**config.mk**
```make
export PLATFORM = sky130hd
export DESIGN_NAME = rt_util_regs
export DESIGN_NICKNAME = d
export VERILOG_FILES = /design/src/inc/rt_util_pkg.sv /design/src/rtl/rt_util_regs.sv /design/src/rtl/sync2.sv /design/src/rtl/select_match.sv
export SDC_FILE = /design/constraint.sdc
export NUM_CORES = 1
export LEC_CHECK = 0
export BUFFER_PORTS_ARGS = -buffer_cell sky130_fd_sc_hd__buf_4
export CAP_MARGIN = 20
export CORE_MARGIN = 3
export CORE_UTILIZATION = 49
export CTS_BUF_LIST = sky130_fd_sc_hd__clkbuf_8
export CTS_CLUSTER_DIAMETER = 80
export DETAILED_ROUTE_END_ITERATION = 10
export PLACE_DENSITY = 0.79
export REMOVE_ABC_BUFFERS = 1
export SLEW_MARGIN = 20
export SYNTH_ARGS = -nofsm -noshare
export SYNTH_HDL_FRONTEND = slang
export SYNTH_SLANG_ARGS = --single-unit
```
**constraint.sdc**
```tcl
create_clock -name pclk -period 1.6 [get_ports pclk]
set_input_delay 0.08 -clock pclk [delete_from_list [all_inputs] [get_ports pclk]]
set_output_delay 0.08 -clock pclk [all_outputs]
set_load 0.1 [all_outputs]
```
**src/inc/rt_util_pkg.sv**
```systemverilog
// Purpose: shared constants for the remote-terminal utility register group
// Assumes: register indices are word indices; byte address is index times four
// Notes: mode codes are decimal mode command numbers
package rt_util_pkg;
	// printed register indices
	localparam logic [9:0] IDX_TIMETAG = 10'h011;
	localparam logic [9:0] IDX_KEY_A = 10'h012;
	localparam logic [9:0] IDX_KEY_B = 10'h013;
	localparam logic [9:0] IDX_SELFTEST = 10'h014;
	// extra control and status words
	localparam logic [9:0] IDX_CFG = 10'h020;
	localparam logic [9:0] IDX_IRQ_EN = 10'h021;
	localparam logic [9:0] IDX_IRQ_PEND = 10'h022;
	localparam logic [9:0] IDX_COUNT = 10'h023;
	// configuration word fields
	localparam int CFG_PRELOAD = 0;
	localparam int CFG_AUTO_OPT = 1;
	localparam int CFG_ALT_SEL = 2;
	localparam int CFG_RX_FOLLOW = 3;
	localparam int CFG_SOFT_RST = 15;
	localparam logic [3:0] CFG_RESET = 4'h0;
	localparam int IRQ_MATCH = 0;
	// self-test word fields
	localparam int BIT_TX_A = 15;
	localparam int BIT_TX_B = 14;
	localparam int BIT_RX_A = 13;
	localparam int BIT_RX_B = 12;
	localparam int BIT_USER_HI = 11;
	localparam int BIT_USER_LO = 6;
	localparam int BIT_LOOP_A = 5;
	localparam int BIT_LOOP_B = 4;
	localparam int BIT_MEM = 3;
	localparam int BIT_PARITY = 2;
	localparam int BIT_LOAD = 1;
	localparam int BIT_FLAG = 0;
	localparam logic [15:0] SELFTEST_WR_MASK = 16'h0FF0;
	localparam logic [15:0] REG16_RESET = 16'h0000;
	// mode command codes
	localparam logic [4:0] MC_TX_OFF = 5'h04;
	localparam logic [4:0] MC_TX_ON = 5'h05;
	localparam logic [4:0] MC_FLAG_OFF = 5'h06;
	localparam logic [4:0] MC_FLAG_ON = 5'h07;
	localparam logic [4:0] MC_SEND_BIT = 5'h13;
	localparam logic [4:0] MC_SEL_OFF = 5'h14;
	localparam logic [4:0] MC_SEL_ON = 5'h15;
endpackage : rt_util_pkg

```
**src/rtl/rt_util_regs.sv**
```systemverilog
// Purpose: time-tag preset, bus-select keys and self-test word of a remote terminal
// Assumes: APB slave, zero wait states, presetn doubles as master reset
// Notes: counter, transmitters and message buffers live outside this block
`timescale 1ns/10ps
module rt_util_regs
	import rt_util_pkg::*;
(
	// clock and master reset
	input wire logic pclk,
	input wire logic presetn,
	// apb slave
	input wire logic psel,
	input wire logic penable,
	input wire logic pwrite,
	input wire logic [11:0] paddr,
	input wire logic [31:0] pwdata,
	input wire logic [3:0] pstrb,
	output logic [31:0] prdata,
	output logic pready,
	output logic pslverr,
	// transmit inhibit pins, asynchronous
	input wire logic tx_a_inhibit_pin,
	input wire logic tx_b_inhibit_pin,
	// start-up test results, levels
	input wire logic addr_parity_fail,
	input wire logic mem_test_fail,
	input wire logic autoload_fail,
	// self-test loopback failures, pulses
	input wire logic loopback_a_fail,
	input wire logic loopback_b_fail,
	// decoded mode commands
	input wire logic mc_valid,
	input wire logic mc_bus_b,
	input wire logic [4:0] mc_code,
	input wire logic [15:0] mc_data,
	// time-tag counter
	input wire logic [15:0] tt_count,
	output logic tt_load,
	output logic [15:0] tt_load_value,
	// self-test word response and buffer copy
	output logic bit_word_valid,
	output logic [15:0] bit_word,
	output logic buf_copy_valid,
	output logic [15:0] buf_copy_data,
	// shutdown state and interrupt
	output logic tx_a_off_flag,
	output logic tx_b_off_flag,
	output logic rx_a_off_flag,
	output logic rx_b_off_flag,
	output logic hardware_irq_out
);
	function automatic logic [15:0] merge16(input logic [15:0] old,
		input logic [31:0] wd, input logic [3:0] st);
		merge16 = {st[1] ? wd[15:8] : old[15:8], st[0] ? wd[7:0] : old[7:0]};
	endfunction : merge16

	logic [15:0] preset_q;
	logic [15:0] key_a_q;
	logic [15:0] key_b_q;
	logic [3:0] cfg_q;
	logic irq_en_q;
	logic pend_q;
	logic pend_d;
	logic match_q;
	logic [5:0] user_q;
	logic loop_a_q;
	logic loop_b_q;
	logic mem_q;
	logic parity_q;
	logic load_q;
	logic flag_q;
	logic [1:0] inh_s;
	logic tx_a_d;
	logic tx_b_d;

	// address decode
	wire [9:0] idx = paddr[11:2];
	wire setup = psel && !penable;
	wire acc_wr = psel && penable && pready && pwrite;
	wire hit_pre = idx == IDX_TIMETAG;
	wire hit_ka = idx == IDX_KEY_A;
	wire hit_kb = idx == IDX_KEY_B;
	wire hit_bit = idx == IDX_SELFTEST;
	wire hit_cfg = idx == IDX_CFG;
	wire hit_ien = idx == IDX_IRQ_EN;
	wire hit_pnd = idx == IDX_IRQ_PEND;
	wire hit_cnt = idx == IDX_COUNT;
	wire mapped = hit_pre || hit_ka || hit_kb || hit_bit || hit_cfg || hit_ien
		|| hit_pnd || hit_cnt;
	wire wr_pre = acc_wr && hit_pre;
	wire wr_ka = acc_wr && hit_ka;
	wire wr_kb = acc_wr && hit_kb;
	wire wr_bit = acc_wr && hit_bit;
	wire wr_cfg = acc_wr && hit_cfg;
	wire wr_ien = acc_wr && hit_ien && pstrb[0];
	wire wr_pnd = acc_wr && hit_pnd && pstrb[0];
	wire [15:0] cfg_new = merge16({12'h000, cfg_q}, pwdata, pstrb);
	wire soft_rst = wr_cfg && pstrb[1] && pwdata[CFG_SOFT_RST];

	// self-test word image
	wire [15:0] test_word = {tx_a_off_flag, tx_b_off_flag, rx_a_off_flag, rx_b_off_flag,
		user_q, loop_a_q, loop_b_q, mem_q, parity_q, load_q, flag_q};
	wire [15:0] bit_new = merge16(test_word, pwdata, pstrb);

	// read mux
	wire [15:0] rd_word = hit_pre ? preset_q
		: hit_ka ? key_a_q
		: hit_kb ? key_b_q
		: hit_bit ? test_word
		: hit_cfg ? {12'h000, cfg_q}
		: hit_ien ? {15'h0000, irq_en_q}
		: hit_pnd ? {15'h0000, pend_q}
		: hit_cnt ? tt_count
		: REG16_RESET;

	// mode command decode; bus B command targets bus A and vice versa
	logic hit_a;
	logic hit_b;
	select_match #(.W(16)) u_match_a (
		.key(key_a_q),
		.data(mc_data),
		.auto_off(cfg_q[CFG_AUTO_OPT]),
		.hit(hit_a)
	);
	select_match #(.W(16)) u_match_b (
		.key(key_b_q),
		.data(mc_data),
		.auto_off(cfg_q[CFG_AUTO_OPT]),
		.hit(hit_b)
	);
	wire on_b = mc_valid && mc_bus_b;
	wire on_a = mc_valid && !mc_bus_b;
	wire sd_a = on_b && (mc_code == MC_TX_OFF || (mc_code == MC_SEL_OFF && hit_a));
	wire sd_b = on_a && (mc_code == MC_TX_OFF || (mc_code == MC_SEL_OFF && hit_b));
	wire ov_a = on_b && (mc_code == MC_TX_ON || (mc_code == MC_SEL_ON && hit_a));
	wire ov_b = on_a && (mc_code == MC_TX_ON || (mc_code == MC_SEL_ON && hit_b));
	wire send_bit = mc_valid && mc_code == MC_SEND_BIT && !cfg_q[CFG_ALT_SEL];

	// inhibit pins cross into pclk
	sync2 #(.W(2)) u_inh_sync (
		.pclk(pclk),
		.presetn(presetn),
		.async_in({tx_a_inhibit_pin, tx_b_inhibit_pin}),
		.sync_out(inh_s)
	);

	// pin wins, then shutdown, then override; soft reset tracks the pin
	always_comb
	begin
		if (soft_rst)
		begin
			tx_a_d = inh_s[1] || sd_a;
			tx_b_d = inh_s[0] || sd_b;
		end
		else
		begin
			tx_a_d = inh_s[1] || sd_a || (tx_a_off_flag && !ov_a);
			tx_b_d = inh_s[0] || sd_b || (tx_b_off_flag && !ov_b);
		end
	end

	// timer match fires once per arrival at the preset value
	wire match_now = tt_count == preset_q;
	wire match_evt = match_now && !match_q && irq_en_q;
	assign pend_d = match_evt || (pend_q && !(wr_pnd && pwdata[IRQ_MATCH]));

	// apb answer
	always_ff @(posedge pclk or negedge presetn)
	begin
		if (!presetn)
		begin
			prdata <= 32'h00000000;
			pready <= 1'b0;
			pslverr <= 1'b0;
		end
		else
		begin
			prdata <= {16'h0000, rd_word};
			pready <= setup;
			pslverr <= setup && !mapped;
		end
	end

	// host registers untouched by soft reset
	always_ff @(posedge pclk or negedge presetn)
	begin
		if (!presetn)
		begin
			preset_q <= REG16_RESET;
			key_a_q <= REG16_RESET;
			key_b_q <= REG16_RESET;
			cfg_q <= CFG_RESET;
			irq_en_q <= 1'b0;
		end
		else
		begin
			if (wr_pre)
				preset_q <= merge16(preset_q, pwdata, pstrb);
			if (wr_ka)
				key_a_q <= merge16(key_a_q, pwdata, pstrb);
			if (wr_kb)
				key_b_q <= merge16(key_b_q, pwdata, pstrb);
			if (wr_cfg)
				cfg_q <= cfg_new[3:0];
			if (wr_ien)
				irq_en_q <= pwdata[IRQ_MATCH];
		end
	end

	// time-tag preload and match interrupt
	always_ff @(posedge pclk or negedge presetn)
	begin
		if (!presetn)
		begin
			tt_load <= 1'b0;
			tt_load_value <= REG16_RESET;
			match_q <= 1'b0;
			pend_q <= 1'b0;
			hardware_irq_out <= 1'b0;
		end
		else
		begin
			tt_load <= wr_cfg && !cfg_q[CFG_PRELOAD] && cfg_new[CFG_PRELOAD];
			tt_load_value <= preset_q;
			match_q <= match_now;
			pend_q <= pend_d;
			hardware_irq_out <= pend_d;
		end
	end

	// shutdown bits
	always_ff @(posedge pclk or negedge presetn)
	begin
		if (!presetn)
		begin
			tx_a_off_flag <= 1'b0;
			tx_b_off_flag <= 1'b0;
			rx_a_off_flag <= 1'b0;
			rx_b_off_flag <= 1'b0;
		end
		else
		begin
			tx_a_off_flag <= tx_a_d;
			tx_b_off_flag <= tx_b_d;
			if (soft_rst)
			begin
				rx_a_off_flag <= sd_a && cfg_q[CFG_RX_FOLLOW];
				rx_b_off_flag <= sd_b && cfg_q[CFG_RX_FOLLOW];
			end
			else
			begin
				rx_a_off_flag <= rx_a_off_flag || (sd_a && cfg_q[CFG_RX_FOLLOW]);
				rx_b_off_flag <= rx_b_off_flag || (sd_b && cfg_q[CFG_RX_FOLLOW]);
			end
		end
	end

	// remaining self-test bits; hardware sets beat host writes and soft reset
	always_ff @(posedge pclk or negedge presetn)
	begin
		if (!presetn)
		begin
			user_q <= 6'h00;
			loop_a_q <= 1'b0;
			loop_b_q <= 1'b0;
			mem_q <= 1'b0;
			parity_q <= 1'b0;
			load_q <= 1'b0;
			flag_q <= 1'b0;
		end
		else
		begin
			if (wr_bit)
				user_q <= bit_new[BIT_USER_HI:BIT_USER_LO];
			if (loopback_a_fail)
				loop_a_q <= 1'b1;
			else if (soft_rst)
				loop_a_q <= 1'b0;
			else if (wr_bit)
				loop_a_q <= bit_new[BIT_LOOP_A];
			if (loopback_b_fail)
				loop_b_q <= 1'b1;
			else if (soft_rst)
				loop_b_q <= 1'b0;
			else if (wr_bit)
				loop_b_q <= bit_new[BIT_LOOP_B];
			mem_q <= mem_q || mem_test_fail;
			parity_q <= parity_q || addr_parity_fail;
			load_q <= load_q || autoload_fail;
			if (mc_valid && mc_code == MC_FLAG_OFF)
				flag_q <= 1'b1;
			else if (soft_rst)
				flag_q <= 1'b0;
			else if (mc_valid && mc_code == MC_FLAG_ON)
				flag_q <= 1'b0;
		end
	end

	// test word goes out first, buffer copy follows a cycle later
	always_ff @(posedge pclk or negedge presetn)
	begin
		if (!presetn)
		begin
			bit_word_valid <= 1'b0;
			bit_word <= REG16_RESET;
			buf_copy_valid <= 1'b0;
			buf_copy_data <= REG16_RESET;
		end
		else
		begin
			bit_word_valid <= send_bit;
			if (send_bit)
				bit_word <= test_word;
			buf_copy_valid <= bit_word_valid;
			if (bit_word_valid)
				buf_copy_data <= bit_word;
		end
	end
endmodule : rt_util_regs

```
**src/rtl/sync2.sv**
```systemverilog
// Purpose: two-flop synchroniser for asynchronous level inputs
// Assumes: inputs are slow levels, no multi-bit coherence needed
// Notes: only the second stage may be read by other logic
`timescale 1ns/10ps
module sync2 #(
	parameter int W = 1
) (
	// clock and reset
	input wire logic pclk,
	input wire logic presetn,
	// levels
	input wire logic [W-1:0] async_in,
	output logic [W-1:0] sync_out
);
	logic [W-1:0] meta_q;

	always_ff @(posedge pclk or negedge presetn)
	begin
		if (!presetn)
		begin
			meta_q <= '0;
			sync_out <= '0;
		end
		else
		begin
			meta_q <= async_in;
			sync_out <= meta_q;
		end
	end
endmodule : sync2

```
**src/rtl/select_match.sv**
```systemverilog
// Purpose: decides whether a selected-shutdown mode word hits one inactive bus
// Assumes: key comes from a host register, data from the received mode word
// Notes: full-width compare; a near miss must not touch the self-test word
`timescale 1ns/10ps
module select_match #(
	parameter int W = 16
) (
	// compare operands
	input wire logic [W-1:0] key,
	input wire logic [W-1:0] data,
	// host handles the commands itself when set
	input wire logic auto_off,
	output logic hit
);
	assign hit = !auto_off && (key == data);
endmodule : select_match

```
Word level (Yosys, flattened, before mapping)
Index checks and enable logic that the tools add are counted.
Widths: inputs -> output; s select.
{"block": "totals", "word_cells": 164, "inputBits": 99, "output_inout_bits": 90, "regBits": 144}
{"block": "op_classes", "n_reduce_logical": 89, "n_eq_ne": 18, "mux": 23}
{"op": "$mux 16", "count": 8}
{"op": "$eq 16x16->1", "count": 3}
{"op": "$logic_and 1x1->1", "count": 42}
{"op": "$eq 10x5->1 const B", "count": 4}
{"op": "$eq 10x6->1 const B", "count": 4}
{"op": "$reduce_and 2->1", "count": 11}
{"op": "$logic_or 1x1->1", "count": 21}
{"op": "$eq 5x3->1 const B", "count": 4}
{"op": "$eq 5x5->1 const B", "count": 3}
{"op": "$reduce_bool 3->1", "count": 5}
{"op": "$mux 1", "count": 14}
{"op": "$logic_not 1->1", "count": 10}
{"op": "$mux 6", "count": 1}

Longest topological paths before layout
{"block": "depth", "depth_word": 10, "ltp_mapped": 7, "mapped_depth_nobuf": 5}

Cells and area by module
From an unflattened synthesis, not the netlist that was laid out.
{"block": "hier_totals", "cells_unflattened": 542, "area_unflattened_um2": 6786.5}
{"module": "rt_util_regs", "area_each_um2": 6326.1, "instances": 1, "cells_per_inst": 494, "seq_area_each_um2": 3503.4}
{"module": "select_match", "area_each_um2": 180.2, "instances": 2, "cells_per_inst": 22, "seq_area_each_um2": 0.0}
{"module": "sync2", "area_each_um2": 100.1, "instances": 1, "cells_per_inst": 4, "seq_area_each_um2": 100.1}

Worst setup path after synthesis
Ideal clock, no wire load.
{"block": "synth_timing", "path_type": "register to register", "startpoint": "register pready", "endpoint": "register loop_a_q", "period_less_slack_ns": 2.497, "required_time_ns": 1.482, "path_stages_with_launch": 6, "slack_ns": -0.897, "arrival_time_ns": 2.379, "cell_sequence": "dfrtp_1 > and4_1 > nand2_1 > nor3_1 > mux2_2 > a21o_1"}
{"block": "synth_between", "elab_chain_len": 7, "elab_cells_between_ends": 11}
{"item": "from (decl)", "line_no": "rt_util_regs.sv:19", "text": "output logic pready,"}
{"item": "from (signal assigned)", "line_no": "rt_util_regs.sv:179", "text": "pready <= setup;"}
{"item": "$logic_and 1x1->1 * (2 in series)", "line_no": "rt_util_regs.sv:79", "text": "wire acc_wr = psel && penable && pready && pwrite;"}
{"item": "$logic_and 1x1->1", "line_no": "rt_util_regs.sv:94", "text": "wire wr_cfg = acc_wr && hit_cfg;"}
{"item": "$logic_and 1x1->1 (2 in series)", "line_no": "rt_util_regs.sv:98", "text": "wire soft_rst = wr_cfg && pstrb[1] && pwdata[CFG_SOFT_RST];"}
{"item": "$reduce_bool 3->1 (no source line) / $mux 1 (equally long branches)"}
{"item": "$reduce_and 2->1 (no source line) / $mux 1 (equally long branches)"}
{"item": "to (signal assigned)", "line_no": "rt_util_regs.sv:280", "text": "loop_a_q <= bit_new[BIT_LOOP_A];"}
{"item": "to (decl)", "line_no": "rt_util_regs.sv:66", "text": "logic loop_a_q;"}
Every way passes the cells marked *; elsewhere a longest branch is shown, timed or not.
A chain may end at the register's enable or synchronous reset.

Worst setup path in the final report
{"block": "layout_timing", "startpoint": "register pready", "endpoint": "register key_b_q[6]"}
{"block": "layout_between", "elab_chain_len": 4}
{"item": "$logic_and 1x1->1 (2 in series)", "line_no": "rt_util_regs.sv:79"}
{"item": "$logic_and 1x1->1", "line_no": "rt_util_regs.sv:92", "text": "wire wr_kb = acc_wr && hit_kb;"}
{"item": "$reduce_and 2->1 (no source line)"}
{"item": "to (signal assigned)", "line_no": "rt_util_regs.sv:202", "text": "key_b_q <= merge16(key_b_q, pwdata, pstrb);"}
{"item": "to (decl)", "line_no": "rt_util_regs.sv:59", "text": "logic [15:0] key_b_q;"}
No other way between the ends.

==> parameters.txt <==
Parameter                              Value

Floorplan
  Chip Width ... 123.1 um
  Height of the die ... 123.1 um
  Standard cell core area ... about 13000 um^2
  Number of placement rows ... 42
  Die Area ... 15160 um^2
  Number of top-level pins ... between 150 and 200
  Initial standard-cell utilization of the core ... 0.5037

Status
  Violated checks ... setup timing
  Result of the run ... complete, but fails checks

Cells and area
  Share of cells above drive strength 1 ... 0.4608
  Utilization after layout ... 0.7357
  Syn-to-layout area delta ... 46.06%
  Nets ... between 900 and 1000
  N_diodes ... 0
  Filler Cells Inserted ... 902

Hold path
  Hold worst-path end ... prdata[9]
  Number of cells traversed by the worst hold path ... 3
  Start point of the worst min-delay path ... tt_count[9]
  Hold WC Path Type ... in -> reg

Power and ir drop
  Sequential share of power ... 0.446
  Sw Pwr ... 2.727 mW
  Fraction of power consumed by the clock network ... 0.347
  Internal ... 5.833 mW
  Leakage Power ... 4.816 nW
  Max VDD drop ... ~530 uV
  Ratio of total power to cell area ... approximately 870 nW/um^2
  Switch share ... 0.3186
  Portion of total power attributed to combinational logic ... 0.207

Critical path
  Delay of the slowest critical-path stage ... 0.36 ns
  CP Data Arrival Time ... 2.01 ns
  FF-to-FF End ... key_b_q[6]
  Cell family contributing the most delay on the critical path ... simple AND/OR/NAND/NOR gates
  Type of the setup path with the least slack ... reg -> reg
  Startpoint class of the critical path ... register
  Slack of the worst reg-to-reg path ... -0.07 ns
  Cells along the critical path ... and4_4 -> nand2_4 -> buf_4 -> nor3_4 -> buf_6 -> mux2_2
  R2R cell count ... 6
  Endpoint class of the critical path ... register
  Number of logic stages on the critical path including buffering ... 6
  Slowest stage cell, crit path ... sky130_fd_sc_hd__dfrtp_1
  CP Max Fanout ... 4
  Combined buffer and inverter count along the critical path ... 2
  Required @ worst endpoint ... 1.95 ns
  Startpoint of the worst register-to-register path ... pready

Place
  Global placer's final weighted congestion ... ~0.94
  Final HPWL from detailed placement ... about 17000 um
  Place WS ... -0.3488 ns
  Buffers added on ports ... 152

Detailed routing
  Via-to-Cell Ratio ... around 5.6
  Number of nets with antenna violations after routing ... 0
  Via Count ... 5900
  Final WL ... 22750 um
  Number of remaining DRC errors ... 0
  Iteration count of the initial detailed-routing pass ... 5
  Number of DRC markers in iteration 0 ... 562
  Routed WL per cell ... 21.56 um

GRT
  Number of antenna violations at the first check in global routing ... 0
  Global-route congestion overflow total ... 0
  Pin count of the biggest net entering global routing ... 54
  Global-route wire length before repair ... about 34000 um
  Vias in the first global route ... between 6000 and 7000
  Total track usage ... 0.3037

Timing
  Count of endpoints failing setup in the final report ... 34
  Worst slew pin tran ... 0.6325 ns
  Worst Clk Skew ... 0.009702 ns
  Normalized max-slew margin ... 0.5724
  Final Hold Violating Endpoints ... 0
  Final period utilization ... 1.042
  Worst Hold Slack ... 0.03174 ns
  Fmax achieved ... 599.8 MHz
  Final number of max-transition violations ... 0
  Minimum clock period after layout ... between 1.5 and 2 ns
  Setup repair after global routing missed its margin ... true
  Post-route worst setup slack ... -0.06728 ns

Logic synthesis
  Count of flip-flops with a built-in enable after synthesis ... 0
  Synthesis-stage register bit count ... 144
  Post-synth design cell area ... 6723 um^2
  Synthesized area per cell ... 11.61 um^2
  Share of synthesized area occupied by flip-flops and latches ... 0.5360
  Syn. warnings ... 0
  Prevailing post-synth register cell ... sky130_fd_sc_hd__dfrtp_1
  Fraction of registers with async set or reset after synthesis ... 1.000
  Cell variety after synth ... between 50 and 60
  Post-Syn Instances ... 579

Clocking
  Latest clock arrival within the worst-skew pair ... 0.46 ns
  Clock-pin transition on the worst setup and hold timing paths ... approximately 0.080 ns
  Cell chosen for the clock root ... sky130_fd_sc_hd__clkbuf_8
  CTS tree ... built
  CTS buffer count ... 17
  Worst-case clock buffer depth ... 2
  Clock sinks ... roughly 140
  H-tree level count ... 4

Run
  Max Cap Viol ... 0
## power by group through the flow
stage | clock network (mW) | registers, mW | logic [mW]
3_5_place_dp | 0 | 3.89 | 1.64
5_1_grt | 3.15 | 3.83 | 1.84
2_1_floorplan | 0 | 4.51 | 0.380
3_3_place_gp | 0 | 3.88 | 1.63
4_1_cts | 2.99 | 3.81 | 1.74
6_report | 2.97 | 3.82 | 1.77
## final cells by class
| class | instances | area, um^2 | area share |
|---|---|---|---|
| sequential | 144 | 3605 | 0.3671 |
| multi-input combinational | 402 | 3164 | 0.3222 |
| timing repair buffer | 290 | 2382 | 0.2426 |
| clock buffer | 19 | 261.5 | 0.02663 |
| tap | 176 | 220.2 | 0.02243 |
| clock inverter | 12 | 141.4 | 0.01440 |
| inverter | 12 | 45.04 | 0.004587 |
## worst min-delay path, cell delays in order
cell and delay (ns):
sky130_fd_sc_hd__buf_4 0.10, sky130_fd_sc_hd__o2bb2ai_1 0.12, sky130_fd_sc_hd__a22o_1 0.15
## layout by cell type (no fill, tap or decap), drive strengths merged, types with 2 or more instances in the layout
cell type / netlist / final
nor4: 6 / 6
nand3: 7 / 7
nand4: 9 / 9
a22oi: 11 / 11
xor2: 3 / 3
or2: 3 / 3
nor2: 27 / 27
nand2: 70 / 70
nor4b: 5 / 5
nor3b: 3 / 3
nor4bb: 2 / 2
buf: 25 / 250
and2: 3 / 3
a211oi: 6 / 6
clkinv: 0 / 8
bufinv: 0 / 3
or3: 2 / 2
nor3: 15 / 15
mux2: 78 / 78
nor2b: 5 / 5
clkbuf: 11 / 19
conb: 1 / 16
dlygate4sd3: 0 / 40
mux2i: 3 / 3
dfrtp: 144 / 144
nand2b: 12 / 12
a21oi: 21 / 21
o2bb2ai: 7 / 7
o21ai: 15 / 15
nand3b: 4 / 4
inv: 12 / 12
a221oi: 2 / 2
xnor2: 42 / 42
o22ai: 4 / 4
a22o: 7 / 7
a21o: 2 / 2
## cell usage after synthesis, drive strengths merged, types with 4 or more instances
cell       n  area (um^2)
xnor2     42        367.9
o22ai      4        25.02
clkbuf    11        41.29
o2bb2ai    7        61.31
o21ai     15        75.07
inv       12        45.04
a211oi     6        45.04
nand2     70        262.8
nor2b      5        31.28
nor4b      5        50.04
nor4       6        67.56
buf       25        170.2
dfrtp    144         3603
nand2b    12        82.58
a22oi     11        82.58
nand3      7        35.03
nor3      15        107.6
nor2      27        106.4
nand3b     4        42.54
nand4      9        56.30
mux2      78        878.3
a22o       7        61.31
a21oi     21        105.1
## state kept, by name, summed over array words and instances (netlist names), 2 cells and up
signal and count:
bit_word 16, buf_copy_data 16, key_a_q 16, key_b_q 16, prdata 16, preset_q 16
tt_load_value 16, user_q 6, cfg_q 4, u_inh_sync.meta_q 2, u_inh_sync.sync_out 2
## kinds of logic after synthesis
group	Yosys count	share of synthesized area
AOI/OAI and AO/OA	82	0.08245
xor gates and xnor gates	45	0.05863
buffers and inverters	48	0.03815
DFF	144	0.5360
muxes	82	0.1385
other	1	0.0005578
and+or+nand+nor	177	0.1457
## how the worst max path moves through the flow
stage / from / slack, ns / end
3_5_place_dp: paddr[11] / -0.35 / loop_b_q
2_1_floorplan: pready / -0.90 / loop_a_q
3_3_place_gp: paddr[11] / -0.28 / loop_b_q
4_1_cts: pready / -0.06 / cfg_q[1]
6_report: pready / -0.07 / key_b_q[6]
5_1_grt: key_b_q[10] / -0.12 / tx_b_off_flag
## routing by layer
layer | vias up | track usage | share of wire
met5 | - | 0 | 0
met4 | 0 | 0.1121 | 0.028
met3 | 48 | 0.07228 | 0.078
met2 | 298 | 0.5032 | 0.50
met1 | 2967 | 0.3894 | 0.40
li1 | 2587 | - | -
## per-stage QoR
step                      std cells  power (mW)  TNS, ns  area [um^2]
after floorplan                 558       4.890   -45.86         6568
after global placement          972       5.504   -14.01         8658
after detailed placement        972       5.527   -16.05         8658
after CTS                      1049       8.547   -1.007         9694
after global routing           1055       8.819   -2.570         9819
final                          1055       8.559  -0.9801         9819
## repair_timing
action,4_1_cts,5_1_grt
pin swaps,15,19
setup buffers,6,6
cloned,0,0
endpoints found under the setup margin,58,64
endpoints found under the hold margin,197,0
gates resized for setup,37,17
hold buffers,40,0
No activity file was read; power rests on OpenSTA's default activity.
